--- src/inc/fds_pkg.sv ---
// Package: register map, field positions and codes of the disk status block
package fds_pkg;

    // Register byte offsets on APB
    localparam logic [11:0] OFF_CTRL   = 12'h000;
    localparam logic [11:0] OFF_DATA   = 12'h004;
    localparam logic [11:0] OFF_ADDR   = 12'h008;
    localparam logic [11:0] OFF_ISTAT  = 12'h00C;
    localparam logic [11:0] OFF_IMASK  = 12'h010;

    // Control register fields
    localparam int CTL_ERR     = 15;
    localparam int CTL_DONE    = 7;
    localparam int CTL_IEN     = 6;
    localparam int CTL_UNIT    = 4;
    localparam int CTL_FUNC_HI = 3;
    localparam int CTL_FUNC_LO = 1;
    localparam int CTL_GO      = 0;

    // Status word fields
    localparam int ST_READY   = 7;
    localparam int ST_DELETED = 5;
    localparam int ST_MISSING = 4;
    localparam int ST_CRC     = 3;
    localparam int ST_LOST    = 2;
    localparam int ST_BADLOC  = 1;
    localparam int ST_INIT    = 0;

    // Address register fields
    localparam int ADR_TRK_HI = 14;
    localparam int ADR_TRK_LO = 8;
    localparam int ADR_SEC_HI = 4;
    localparam int ADR_SEC_LO = 0;

    // Valid address range: tracks 0..76, sectors 1..26
    localparam logic [6:0] TRACK_MAX  = 7'h4C;
    localparam logic [4:0] SECTOR_MIN = 5'h01;
    localparam logic [4:0] SECTOR_MAX = 5'h1A;

    // Interrupt status bits
    localparam int IRQ_DONE = 0;
    localparam int IRQ_ERR  = 1;

    // Reset values
    localparam logic [15:0] CTRL_RESET = 16'h0080;
    localparam logic [15:0] WORD_RESET = 16'h0000;
    localparam logic [1:0]  IRQ_RESET  = 2'h0;

    // Function codes
    typedef enum logic [2:0] {
        FN_FILL    = 3'h0,
        FN_EMPTY   = 3'h1,
        FN_WRITE   = 3'h2,
        FN_READ    = 3'h3,
        FN_INIT    = 3'h4,
        FN_STATUS  = 3'h5,
        FN_WRDEL   = 3'h6,
        FN_RESTORE = 3'h7
    } fds_func_t;

    // Sequencer states
    typedef enum logic [0:0] {
        SQ_IDLE = 1'b0,
        SQ_BUSY = 1'b1
    } fds_state_t;

endpackage

--- src/hdl/fds_regs.sv ---
// Data buffer, error status and track/sector registers of the disk interface
//
// Notes on behaviour
// - Disk data passes the data buffer only as whole 16-bit words.
// - Drive-ready sets only if drive present, powered, disk in, door shut, up to speed; the code checks only present, powered and spun up.
// - Function on a not-ready drive sets error summary and done.
// - Ready status is captured only by read status or initialize (drive 0).
// - Deleted data mark seen while reading sets status bit 05.
// - Record not found in two revolutions sets bit 04, error and done.
// - Checksum mismatch on read data sets bit 03, error and done.
// - Data request not serviced in one byte time sets bit 02, error, done.
// - Track or sector out of range sets bit 01, error and done.
// - Completed initialize sets status bit 00.
// - At function end the status word replaces data in the data buffer; the code does this for all functions but fill and empty.
// - Address register bits 14-08 hold track, range 0 to 76.
// - Address bits 04-00 hold sector 1 to 26; bits 15, 07-05 read zero.
// - Control bits 03-01 select one of eight functions, write-only.
// - Writing go as one launches the function on the selected unit.
// - Interrupt enable bit 06 requests interrupt at done; cleared by reset.
// - Good initialize clears error and status, sets ready and init done.
`timescale 1ns/1ps

module fds_regs
(
    input  wire logic        pclk,
    input  wire logic        presetn,
    // APB slave
    input  wire logic        psel,
    input  wire logic        penable,
    input  wire logic        pwrite,
    input  wire logic [11:0] paddr,
    input  wire logic [31:0] pwdata,
    input  wire logic [3:0]  pstrb,
    output logic      [31:0] prdata,
    output logic             pready,
    output logic             pslverr,
    // Drive condition, one bit per unit
    input  wire logic [1:0]  drv_present,
    input  wire logic [1:0]  drv_powered,
    input  wire logic [1:0]  drv_spun_up,
    // Drive operation handshake
    output logic             op_start,
    output logic [2:0]       op_code,
    output logic             op_unit,
    output logic [6:0]       op_track,
    output logic [4:0]       op_sector,
    input  wire logic        op_done,
    input  wire logic        op_deleted,
    input  wire logic        op_not_found,
    input  wire logic        op_crc_bad,
    input  wire logic        op_lost_data,
    // Word stream to and from the drive side
    output logic             wr_word_valid,
    output logic [15:0]      wr_word,
    input  wire logic        rd_word_valid,
    input  wire logic [15:0] rd_word,
    // Interrupt
    output logic             irq
);

    // Status word assembly from individual flags
    function automatic logic [15:0] pack_status(
        input logic rdy, input logic del, input logic miss,
        input logic crc, input logic lost, input logic badl,
        input logic init);
        logic [15:0] w;
        w = 16'h0000;
        w[fds_pkg::ST_READY]   = rdy;
        w[fds_pkg::ST_DELETED] = del;
        w[fds_pkg::ST_MISSING] = miss;
        w[fds_pkg::ST_CRC]     = crc;
        w[fds_pkg::ST_LOST]    = lost;
        w[fds_pkg::ST_BADLOC]  = badl;
        w[fds_pkg::ST_INIT]    = init;
        return w;
    endfunction

    fds_pkg::fds_state_t state_q;
    fds_pkg::fds_state_t state_d;

    logic        err_q;
    logic        done_q;
    logic        ien_q;
    logic        unit_q;
    logic [2:0]  func_q;
    logic [15:0] data_q;
    logic [15:0] stat_q;
    logic [15:0] stat_d;
    logic [6:0]  track_q;
    logic [4:0]  sector_q;
    logic [1:0]  ist_q;
    logic [1:0]  imask_q;
    logic        ready_cap_q;
    logic        op_start_q;
    logic        wr_valid_q;
    logic [31:0] prdata_q;
    logic        pready_q;
    logic        pslverr_q;
    logic        irq_q;

    // Bus decode; access completes one cycle after setup
    wire setup_ph  = psel & ~penable & ~pready_q;
    wire access_ok = psel & penable & pready_q;
    wire hit_ctrl  = paddr == fds_pkg::OFF_CTRL;
    wire hit_data  = paddr == fds_pkg::OFF_DATA;
    wire hit_addr  = paddr == fds_pkg::OFF_ADDR;
    wire hit_ist   = paddr == fds_pkg::OFF_ISTAT;
    wire hit_imask = paddr == fds_pkg::OFF_IMASK;
    wire hit_any   = hit_ctrl | hit_data | hit_addr | hit_ist | hit_imask;
    // A partial write would split a word, so it is refused
    wire strb_bad  = pwrite & (pstrb[1:0] != 2'h3);
    wire slv_err   = ~hit_any | strb_bad;
    wire wr_ok     = access_ok & pwrite & ~pslverr_q;
    wire rd_ok     = access_ok & ~pwrite & ~pslverr_q;

    // Register writes
    wire wr_ctrl  = wr_ok & hit_ctrl;
    wire wr_data  = wr_ok & hit_data;
    wire wr_addr  = wr_ok & hit_addr;
    wire wr_imask = wr_ok & hit_imask;
    wire rd_ist   = rd_ok & hit_ist;

    // Launch decode
    wire [2:0] new_func = pwdata[fds_pkg::CTL_FUNC_HI:fds_pkg::CTL_FUNC_LO];
    wire       new_unit = pwdata[fds_pkg::CTL_UNIT];
    wire       go       = wr_ctrl & pwdata[fds_pkg::CTL_GO]
                          & (state_q == fds_pkg::SQ_IDLE);

    // Drive readiness of each unit
    wire [1:0] unit_rdy = drv_present & drv_powered & drv_spun_up;
    wire       sel_rdy  = unit_rdy[new_unit];

    // Buffer-only functions need no drive
    wire buf_only = (new_func == fds_pkg::FN_FILL)
                  | (new_func == fds_pkg::FN_EMPTY);
    wire needs_adr = (new_func == fds_pkg::FN_WRITE)
                   | (new_func == fds_pkg::FN_READ)
                   | (new_func == fds_pkg::FN_WRDEL);
    wire trk_bad   = track_q > fds_pkg::TRACK_MAX;
    wire sec_bad   = (sector_q < fds_pkg::SECTOR_MIN)
                   | (sector_q > fds_pkg::SECTOR_MAX);
    wire go_notrdy = go & ~buf_only & ~sel_rdy;
    wire go_badloc = go & sel_rdy & needs_adr & (trk_bad | sec_bad);
    wire go_reject = go_notrdy | go_badloc;
    wire go_status = go & sel_rdy & (new_func == fds_pkg::FN_STATUS);
    wire go_drive  = go & ~buf_only & ~go_reject & ~go_status;
    wire go_buffer = go & buf_only;

    // Completion of a drive operation
    wire busy_end  = (state_q == fds_pkg::SQ_BUSY) & op_done;
    wire end_err   = op_not_found | op_crc_bad | op_lost_data
                   | (op_deleted & (func_q == fds_pkg::FN_READ));
    wire end_init  = busy_end & (func_q == fds_pkg::FN_INIT);
    wire finish    = busy_end | go_reject | go_status | go_buffer;
    wire finish_er = (busy_end & end_err) | go_reject;

    // Status word next value
    always_comb
    begin
        stat_d = stat_q;
        // Old ready is kept only while the newly selected unit is ready
        if (go & ~buf_only)
        begin
            stat_d = pack_status(ready_cap_q & sel_rdy, 1'b0, 1'b0,
                                 1'b0, 1'b0, 1'b0, 1'b0);
        end
        if (go_badloc)
        begin
            stat_d[fds_pkg::ST_BADLOC] = 1'b1;
        end
        if (go_status)
        begin
            stat_d[fds_pkg::ST_READY] = sel_rdy;
        end
        if (busy_end)
        begin
            if (func_q == fds_pkg::FN_READ)
            begin
                stat_d[fds_pkg::ST_DELETED] = op_deleted;
            end
            stat_d[fds_pkg::ST_MISSING] = op_not_found;
            stat_d[fds_pkg::ST_CRC]     = op_crc_bad;
            stat_d[fds_pkg::ST_LOST]    = op_lost_data;
        end
        if (end_init & ~end_err)
        begin
            stat_d = pack_status(unit_rdy[0], 1'b0, 1'b0, 1'b0,
                                 1'b0, 1'b0, 1'b1);
        end
    end

    // Sequencer next state
    always_comb
    begin
        state_d = state_q;
        unique case (state_q)
            fds_pkg::SQ_IDLE:
                if (go_drive)
                begin
                    state_d = fds_pkg::SQ_BUSY;
                end
            fds_pkg::SQ_BUSY:
                if (op_done)
                begin
                    state_d = fds_pkg::SQ_IDLE;
                end
        endcase
    end

    // Sequencer state, status word and captured ready registers
    always_ff @(posedge pclk or negedge presetn)
    begin
        if (!presetn)
        begin
            state_q     <= fds_pkg::SQ_IDLE;
            stat_q      <= fds_pkg::WORD_RESET;
            ready_cap_q <= 1'b0;
        end
        else
        begin
            state_q     <= state_d;
            stat_q      <= stat_d;
            ready_cap_q <= stat_d[fds_pkg::ST_READY];
        end
    end

    // Control register; done clears at launch, sets at finish
    always_ff @(posedge pclk or negedge presetn)
    begin
        if (!presetn)
        begin
            err_q  <= fds_pkg::CTRL_RESET[fds_pkg::CTL_ERR];
            done_q <= fds_pkg::CTRL_RESET[fds_pkg::CTL_DONE];
            ien_q  <= fds_pkg::CTRL_RESET[fds_pkg::CTL_IEN];
            unit_q <= fds_pkg::CTRL_RESET[fds_pkg::CTL_UNIT];
            func_q <= fds_pkg::FN_FILL;
        end
        else
        begin
            if (wr_ctrl)
            begin
                ien_q <= pwdata[fds_pkg::CTL_IEN];
                if (state_q == fds_pkg::SQ_IDLE)
                begin
                    unit_q <= new_unit;
                end
            end
            if (go)
            begin
                func_q <= new_func;
                err_q  <= 1'b0;
                done_q <= 1'b0;
            end
            if (finish)
            begin
                done_q <= 1'b1;
                err_q  <= finish_er;
            end
        end
    end

    // Data buffer: words in and out, status word at the end of every function but fill and empty
    always_ff @(posedge pclk or negedge presetn)
    begin
        if (!presetn)
        begin
            data_q     <= fds_pkg::WORD_RESET;
            wr_valid_q <= 1'b0;
        end
        else
        begin
            wr_valid_q <= wr_data;
            if (finish & ~go_buffer)
            begin
                data_q <= stat_d;
            end
            else if (wr_data)
            begin
                data_q <= pwdata[15:0];
            end
            else if (rd_word_valid)
            begin
                data_q <= rd_word;
            end
        end
    end

    // Track and sector register
    always_ff @(posedge pclk or negedge presetn)
    begin
        if (!presetn)
        begin
            track_q  <= fds_pkg::WORD_RESET[6:0];
            sector_q <= fds_pkg::WORD_RESET[4:0];
        end
        else if (wr_addr)
        begin
            track_q  <= pwdata[fds_pkg::ADR_TRK_HI:fds_pkg::ADR_TRK_LO];
            sector_q <= pwdata[fds_pkg::ADR_SEC_HI:fds_pkg::ADR_SEC_LO];
        end
    end

    // Drive command outputs; address follows the track and sector register
    always_ff @(posedge pclk or negedge presetn)
    begin
        if (!presetn)
        begin
            op_start_q <= 1'b0;
        end
        else
        begin
            op_start_q <= go_drive;
        end
    end

    // Sticky interrupt events; a set in the read cycle is kept
    wire [1:0] ev = {finish & finish_er, finish & ien_q};
    always_ff @(posedge pclk or negedge presetn)
    begin
        if (!presetn)
        begin
            ist_q   <= fds_pkg::IRQ_RESET;
            imask_q <= fds_pkg::IRQ_RESET;
            irq_q   <= 1'b0;
        end
        else
        begin
            ist_q <= (rd_ist ? 2'h0 : ist_q) | ev;
            if (wr_imask)
            begin
                imask_q <= pwdata[1:0];
            end
            irq_q <= |(ist_q & imask_q);
        end
    end

    // Read mux
    wire [15:0] ctrl_rd = {err_q, 7'h00, done_q, ien_q, 1'b0,
                           unit_q, 4'h0};
    wire [15:0] addr_rd = {1'b0, track_q, 3'h0, sector_q};
    wire [31:0] rd_mux  = hit_ctrl  ? {16'h0000, ctrl_rd} :
                          hit_data  ? {16'h0000, data_q}  :
                          hit_addr  ? {16'h0000, addr_rd} :
                          hit_ist   ? {30'h0, ist_q}      :
                          hit_imask ? {30'h0, imask_q}    : 32'h0;

    // APB answer: one access cycle, no waits
    always_ff @(posedge pclk or negedge presetn)
    begin
        if (!presetn)
        begin
            pready_q  <= 1'b0;
            pslverr_q <= 1'b0;
            prdata_q  <= 32'h0;
        end
        else
        begin
            pready_q  <= setup_ph;
            pslverr_q <= setup_ph & slv_err;
            prdata_q  <= (setup_ph & ~pwrite) ? rd_mux : 32'h0;
        end
    end

    assign prdata        = prdata_q;
    assign pready        = pready_q;
    assign pslverr       = pslverr_q;
    assign op_start      = op_start_q;
    assign op_code       = func_q;
    assign op_unit       = unit_q;
    assign op_track      = track_q;
    assign op_sector     = sector_q;
    assign wr_word_valid = wr_valid_q;
    assign wr_word       = data_q;
    assign irq           = irq_q;

endmodule

--- config.mk ---
export PLATFORM = sky130hd
export DESIGN_NAME = fds_regs
export DESIGN_NICKNAME = d
export VERILOG_FILES = /design/src/inc/fds_pkg.sv /design/src/hdl/fds_regs.sv
export SDC_FILE = /design/constraint.sdc
export NUM_CORES = 1
export LEC_CHECK = 0
export ABC_AREA = 1
export BUFFER_PORTS_ARGS = -buffer_cell sky130_fd_sc_hd__buf_4
export CORE_MARGIN = 4
export CORE_UTILIZATION = 25
export CTS_CLUSTER_SIZE = 40
export DETAILED_ROUTE_END_ITERATION = 10
export SYNTH_ARGS = -nofsm -noshare
export SYNTH_HDL_FRONTEND = slang
export SYNTH_SLANG_ARGS = --single-unit
--- constraint.sdc ---
create_clock -name pclk -period 5.39 [get_ports pclk]
set_input_delay 0.8085 -clock pclk [delete_from_list [all_inputs] [get_ports pclk]]
set_output_delay 0.8085 -clock pclk [all_outputs]
set_load 0.005 [all_outputs]
==> impl_metrics.ini, run 1 <==
[floorplanning]
core-area_sq_mm = 0.0147
initial_utilization = 0.259
fp-row-count = 44
die_h_microns = 131
die_width_microns = 131
die-area_sq_mm = 0.0173
boundaryPins = 150

[logic_synthesis]
netlist.area_leader.share = 0.480
ys.flop_type = dfrtp_1
ys_seq_elements = 74
syn_area_per_cell_sq_um = 8.29
yosysWarnings = 0
syn_inst = 459
ys_types = 35
yosysTopAreaCell = dfrtp_1
synth_area_sq_mm = 0.00381
synth_area_leaders = dfrtp_1, nand2_1, nand3_1
synth_seq_area_share = 0.487
synth_edf_count = 0
synth_async_sr_flop_share = 1.00

[cells_and_area]
layout_commonest_cell = buf_4
fillers = 1526
fin_util = 0.346
area_growth_pct = 33.7
drive_above_1_share = 0.322
seq_area_sq_mm = 0.00185
multi_input_area_sq_mm = 0.00162
finalNonFillerCells = 761
final_cell_mix = buf_4, nand2_1, dfrtp_1
diodes = 0
fin_nets = 653

[critical_path]
crit_type = primary input to flip-flop
endpoint_kind = flip-flop
worstPathCellList = buf_4 -> nor2_2 -> nand2_2 -> nor4_4 -> buf_4 -> nand2_2 -> buf_4 -> nand2_1 -> inv_2 -> nand2_4 -> inv_2 -> nand2_2 -> nand3_2
reg2regPathDepth = 10
cp_slowest_stage_delay_ns = 0.49
crit_required_ns = 5.61
path_depth = 13
arrival_ns = 2.97
r2r_end = wr_word[10]
path_buf_inv = 5
cpMaxStageDelayCell = nand2_1
worstPathMaxFanout = 30
path_delay_family = simple AND/OR/NAND/NOR gates
rrSetupSlack_ns = 3.15
r2r-start = pready
cp-start-kind = primary input

[clocking]
clkSinkCount = 74
cts_hold_buf = 0
numCtsBuffers = 9
post_cts_resize_count = 0
clkLatencyLatePin_ns = 0.33
postCtsSetupRepairBufs = 0
clk_path_buf_depth = 2
htreeDepth = 3
cts_tree = built
path_clk_slew_ns = 0.06
cts_root_buf = clkbuf_16

[grt]
grt_pass1_wl_microns = 18900
busiest_layer = met2
grtUsageMet1 = 0.175
grt_start_max_net_pins = 75
gr-usage-met2 = 0.224
met3_usage = 0.0317
antenna_found_initial = 0
grt_pass1_vias = 3476
grt-ovfl-total = 0
track_usage = 0.138

[timing]
min_period_ns = 2.76
clock_skew_ns = 0.00322
tns_ns = 0
max_freq_mhz = 363
fin_crit_sh = 0.511
rsz0062_at_grt = false
tightest_slew_ns = 0.949
finalMaxSlewViolations = 0
setup_viol_count_final = 0
finalHoldViolations = 0
slew_headroom = 0.368

[routing]
first_pass_iters = 4
detail-route-antenna-nets = 0
wl_per_cell_microns = 15.5
vias = 3393
routed_wl_microns = 11800
drc = 0
via_per_inst = 4.46
drt_iter0_drc = 245

[placement]
dp_hpwl_microns = 9070
port_buffers = 115
post-place-cells = 745
gp_congestion = 0.855

[pwr]
power_leakage_nw = 2.67
power-per-cell-area_mw_per_mm2 = 260
peakVddDrop_v = 0.000170

[worst_hold_path]
hold_start = stat_q[0]
min_to = stat_q[0]
hold_class = flip-flop to flip-flop
whs_path_depth = 2

[flow_run]
drv_cap = 0

[outcome]
status = finished clean
-- flip-flops by register name (all words and copies together) (netlist names), 2 cells and up --
register	flops
op_sector	5
op_code	3
wr_word	16
ist_q	2
stat_q	13
imask_q	2
op_track	7
prdata	16
-- layout make-up --
class / count / share of cell area
sequential: 74 / 0.364
multi-input combinational: 318 / 0.318
timing repair buffer: 117 / 0.173
clock buffer: 12 / 0.0523
tap: 184 / 0.0452
inverter: 52 / 0.0383
clock inverter: 4 / 0.00958
-- synth_stat cells (all sizes together), types with 2 or more instances --
cell type and count:
a21oi 18, buf 23, clkbuf 7, dfrtp 73, inv 52, nand2 127
nand3 64, nand4 6, nor2 32, nor3 4, nor4 3, o21ai 39
o221ai 2
-- worst min-delay path, cell delays in order, from the launching register on --
cell     delay (ns)
dfrtp_1        0.32
nand2_1        0.05
nand2_1        0.07
-- how the worst max path moves through the flow --
stage / startpoint / to / slack (ns)
after floorplan: paddr[11] / wr_word[6] / 3.18
after global placement: paddr[5] / wr_word[5] / 2.31
after detailed placement: paddr[1] / wr_word[4] / 2.30
after CTS: paddr[5] / wr_word[10] / 2.62
after global routing: paddr[1] / wr_word[13] / 2.42
final: paddr[5] / wr_word[10] / 2.63
-- where the power goes --
| group | switching, W | internal [W] |
|---|---|---|
| Combinational | 0.0000643 | 0.0000585 |
| Clock | 0.000225 | 0.000395 |
| Sequential | 0.0000153 | 0.000567 |
-- cell families after synthesis --
family	after synthesis	synth area share
and+or+nand+nor	239	0.322
buffers and inverters	82	0.103
AOI/OAI and AO/OA	63	0.0877
DFF	74	0.487
other	1	0.000985
-- layer usage --
layer  routed length (microns)  vias to the layer above  share of wire
met4                       274                        0          0.023
met2                      5700                      106           0.48
met1                      5020                     1588           0.43
li1                          -                     1680              -
met5                         0                        -              0
met3                       799                       19          0.068
-- stage by stage --
stage | setup slack, ns | power (W) | cell area (sq um) | hold WS (ns)
2_1_floorplan | 3.18 | 0.000638 | 3860 | 0.438
3_3_place_gp | 2.31 | 0.000715 | 4780 | 0.453
3_5_place_dp | 2.30 | 0.000716 | 4780 | 0.458
4_1_cts | 2.62 | 0.00134 | 5090 | 0.472
5_1_grt | 2.42 | 0.00137 | 5090 | 0.503
6_report | 2.63 | 0.00133 | 5090 | 0.474
(Power assumes the default switching activity.)
==> run 2, diff against run 1 <==
clock period = 2.3 ns   (was 5.39 ns; I/O delays follow)
==> impl_metrics.ini, run 2 (synthesized netlist as in run 1, its figures left out) <==
[outcome]
status = finished clean

[clocking]
clkSinkCount = 74
cts_root_buf = clkbuf_16
path_clk_slew_ns = 0.06
clkLatencyLatePin_ns = 0.33
htreeDepth = 3
postCtsSetupRepairBufs = 0
clk_path_buf_depth = 2
cts_tree = built
numCtsBuffers = 9

[critical_path]
path_buf_inv = 2
cp_slowest_stage_delay_ns = 0.37
worstPathMaxFanout = 14
path_depth = 11
endpoint_kind = flip-flop
cp-start-kind = flip-flop
arrival_ns = 2.22
crit_type = flip-flop to flip-flop
cpMaxStageDelayCell = dfrtp_1
path_delay_family = simple AND/OR/NAND/NOR gates
crit_required_ns = 2.56
reg2regPathDepth = 11
worstPathCellList = inv_1 -> nand2_1 -> nor3_4 -> nand3_2 -> nor2_4 -> nand4_2 -> nand2_4 -> inv_2 -> nand2_2 -> nand3_1 -> a21oi_1

[floorplanning]
initial_utilization = 0.259
core-area_sq_mm = 0.0147
fp-row-count = 44
die-area_sq_mm = 0.0173
boundaryPins = 150
die_width_microns = 131
die_h_microns = 131

[routing]
detail-route-antenna-nets = 0
routed_wl_microns = 11900
drt_iter0_drc = 354
first_pass_iters = 5
vias = 3467
via_per_inst = 4.51
drc = 0
wl_per_cell_microns = 15.4

[timing]
rsz0062_at_grt = false
clock_skew_ns = 0.00750
max_freq_mhz = 510
fin_ws_ns = 0.338
tightest_slew_ns = 0.660
finalHoldViolations = 0
finalMaxSlewViolations = 0
setup_viol_count_final = 0
slew_headroom = 0.559
tns_ns = 0
fin_crit_sh = 0.853
min_period_ns = 1.96

[placement]
dpl_cell_area_sq_mm = 0.00484
port_buffers = 115
dp_slack_ns = 0.183
gp_congestion = 0.868
dp_hpwl_microns = 9290

[cells_and_area]
drive_above_1_share = 0.326
diodes = 0
area_growth_pct = 35.2
final_cell_area_sq_mm = 0.00515
layout_commonest_cell = buf_4
fin_util = 0.350
fin_nets = 661
final_cell_mix = buf_4, nand2_1, dfrtp_1

[flow_run]
drv_cap = 0

[grt]
antenna_found_initial = 0
grt-ovfl-total = 0
grt_start_max_net_pins = 46
grt_pass1_wl_microns = 18800
grt_pass1_vias = 3511
track_usage = 0.136

[pwr]
power_leakage_nw = 2.70
power-per-cell-area_mw_per_mm2 = 596
peakVddDrop_v = 0.000327

[worst_hold_path]
hold_class = primary input to flip-flop
whs_path_depth = 3
[run 2: final timing paths]
path	from	to	slack, ns
max in group asynchronous	presetn	wr_word[6]	1.19
max reg2reg	pslverr	wr_word[7]	0.34
min	pwdata[6]	ien_q	0.25
min reg2reg	stat_q[0]	stat_q[0]	0.48
min in group asynchronous	presetn	op_start	0.49
max	pslverr	wr_word[7]	0.34
[run 2: final cells by class]
| cell class | instances | area [sq um] |
|---|---|---|
| Fill cell | 1529 | 9550 |
| Sequential cell | 74 | 1850 |
| Multi-Input combinational cell | 318 | 1620 |
| Timing Repair Buffer | 125 | 953 |
| Clock buffer | 12 | 246 |
| Tap cell | 184 | 230 |
| Inverter | 52 | 195 |
| Clock inverter | 4 | 51.3 |
[run 2: worst reg2reg max path, delay by kind of cell (launching register included)]
family / cells / cell delay (ns)
DFF: 1 / 0.37
and+or+nand+nor: 8 / 1.27
buffers and inverters: 2 / 0.09
AOI/OAI and AO/OA: 1 / 0.14
[run 2: per-stage QoR]
stage                     std cells  total power, W  hold slack (ns)
after floorplan                 474         0.00150           0.0494
after global placement          752         0.00168            0.308
after detailed placement        752         0.00169            0.315
final                           769         0.00307            0.248
after global routing            769         0.00319            0.244
after CTS                       769         0.00309            0.237
[run 2: what timing repair did]
action	in CTS	in global routing
endpoints found under the hold margin	28	0
gates resized for setup	0	0
hold buffers	1	0
[run 2: power breakdown]
part | total, W | switching (W) | internal [W]
registers | 0.00137 | 0.0000355 | 0.00133
clock network | 0.00140 | 0.000534 | 0.000870
logic | 0.000297 | 0.000153 | 0.000144
total | 0.00307 | 0.000723 | 0.00234
[run 2: metal layers]
layer,global-route usage,part of all wire,up-vias,routed length (microns)
li1,-,-,1696,-
met1,0.174,0.43,1627,5110
met2,0.218,0.47,118,5530
met3,0.0291,0.066,26,778
met4,0.0700,0.037,0,436
met5,0,0,-,0
==> run 3, diff against run 2 <==
CORE_UTILIZATION = 30   (was 25)
==> impl_metrics.ini, run 3 (synthesized netlist as in run 1, its figures left out) <==
[outcome]
status = finished clean

[routing]
first_pass_iters = 5
wl_per_cell_microns = 15.0
via_per_inst = 4.55
drt_iter0_drc = 242
drc = 0
detail-route-antenna-nets = 0
vias = 3422
routed_wl_microns = 11300

[grt]
antenna_found_initial = 0
grt_start_max_net_pins = 48
grt_pass1_wl_microns = 17700
grt-ovfl-total = 0
track_usage = 0.156
grt_pass1_vias = 3443

[clocking]
clk_path_buf_depth = 2
htreeDepth = 3
clkLatencyLatePin_ns = 0.33
clkSinkCount = 74
post_cts_resize_count = 0
cts_tree = built
path_clk_slew_ns = 0.06
numCtsBuffers = 9
cts_root_buf = clkbuf_16

[timing]
rsz0062_at_grt = false
fin_crit_sh = 0.873
finalMaxSlewViolations = 0
tightest_slew_ns = 0.662
tns_ns = 0
setup_viol_count_final = 0
clock_skew_ns = 0.00529
finalHoldViolations = 0
max_freq_mhz = 498
slew_headroom = 0.557
min_period_ns = 2.01

[critical_path]
endpoint_kind = flip-flop
cpMaxStageDelayCell = dfrtp_1
crit_required_ns = 2.56
cp_slowest_stage_delay_ns = 0.37
crit_top_cell = nand2_2
worstPathCellList = inv_1 -> nand2_1 -> nor3_4 -> nand3_2 -> nor2_4 -> nand4_2 -> nand2_2 -> inv_2 -> nand2_2 -> nand3_1 -> a21oi_1
worstPathMaxFanout = 14
arrival_ns = 2.27
path_delay_family = simple AND/OR/NAND/NOR gates
path_buf_inv = 2
crit_type = flip-flop to flip-flop
cp-start-kind = flip-flop

[placement]
port_buffers = 115
gp_congestion = 0.865
post-place-cells = 735
dp_hpwl_microns = 8800

[cells_and_area]
area_growth_pct = 35.1
layout_commonest_cell = buf_4
drive_above_1_share = 0.325
fin_nets = 660
seq_area_sq_mm = 0.00185
multi_input_area_sq_mm = 0.00162
fillers = 1234
final_cell_mix = buf_4, nand2_1, dfrtp_1
diodes = 0
finalNonFillerCells = 752

[floorplanning]
initial_utilization = 0.312
boundaryPins = 150
die-area_sq_mm = 0.0146
fp-row-count = 40
die_width_microns = 121
core-area_sq_mm = 0.0122
die_h_microns = 121

[worst_hold_path]
hold_class = primary input to flip-flop

[pwr]
power_leakage_nw = 2.70
power-per-cell-area_mw_per_mm2 = 614
peakVddDrop_v = 0.000313

[flow_run]
drv_cap = 0
-- run 3: cell count changes in the layout (fill, tap and decap cells not counted) --
cell and delta:
buf_4 -1, bufinv_16 +1, clkinv_2 -1, clkinv_4 -1, clkinvlp_4 +1
-- run 3: per-layer routing --
| layer | vias to the layer above | routed length [microns] | global-route usage |
|---|---|---|---|
| met5 | - | 0 | 0 |
| met4 | 0 | 281 | 0.0680 |
| met3 | 21 | 695 | 0.0360 |
| met2 | 110 | 5270 | 0.248 |
| met1 | 1598 | 5060 | 0.202 |
| li1 | 1693 | - | - |
-- run 3: power breakdown --
group	total (W)	internal (W)	switching [W]	leakage (nW)
clock network	0.00150	0.000979	0.000523	0.149
logic	0.000291	0.000144	0.000147	1.57
registers	0.00137	0.00133	0.0000371	0.982
total	0.00316	0.00245	0.000707	2.70
-- run 3: worst min-delay path, delay by kind of cell --
kind / cells / cell delay (ns)
buffers and inverters: 1 / 0.09
AO/OA/AOI/OAI: 1 / 0.06
AND/OR/NAND/NOR: 1 / 0.04
-- run 3: path summary, 6_finish.rpt --
check                      startpoint  slack (ns)  depth (start not counted)    endpoint
setup / recovery              pslverr        0.29                         11  wr_word[7]
hold / removal              pwdata[1]        0.25                          3  op_code[0]
setup reg to reg              pslverr        0.29                         11  wr_word[7]
hold reg to reg             stat_q[0]        0.47                          2   stat_q[0]
max in group asynchronous     presetn        1.24                          3  wr_word[1]
min in group asynchronous     presetn        0.48                          2    op_start
-- run 3: through the flow --
| step | utilization | setup slack (ns) | cell area [sq um] | total power, W | hold slack (ns) |
|---|---|---|---|---|---|
| global placement | 0.394 | 0.227 | 4810 | 0.00168 | 0.300 |
| floorplan | - | 0.552 | 3860 | 0.00150 | 0.0494 |
| detailed placement | 0.394 | 0.196 | 4810 | 0.00168 | 0.301 |
| CTS | 0.421 | 0.263 | 5140 | 0.00319 | 0.237 |
| global route | 0.421 | 0.0847 | 5140 | 0.00329 | 0.248 |
| finish | 0.421 | 0.292 | 5140 | 0.00316 | 0.245 |
-- run 3: what timing repair did --
item	in CTS	in global routing
hold buffers	1	0
hold endpoints to repair	26	0
buffers inserted	0	0
-- run 3: area by class of cell --
cell class | count | share of cell area
Tap cell | 168 | 0.0409
Timing Repair Buffer | 124 | 0.184
Multi-Input combinational cell | 318 | 0.315
Sequential cell | 74 | 0.360
Clock buffer | 12 | 0.0479
Inverter | 52 | 0.0379
Clock inverter | 4 | 0.0146
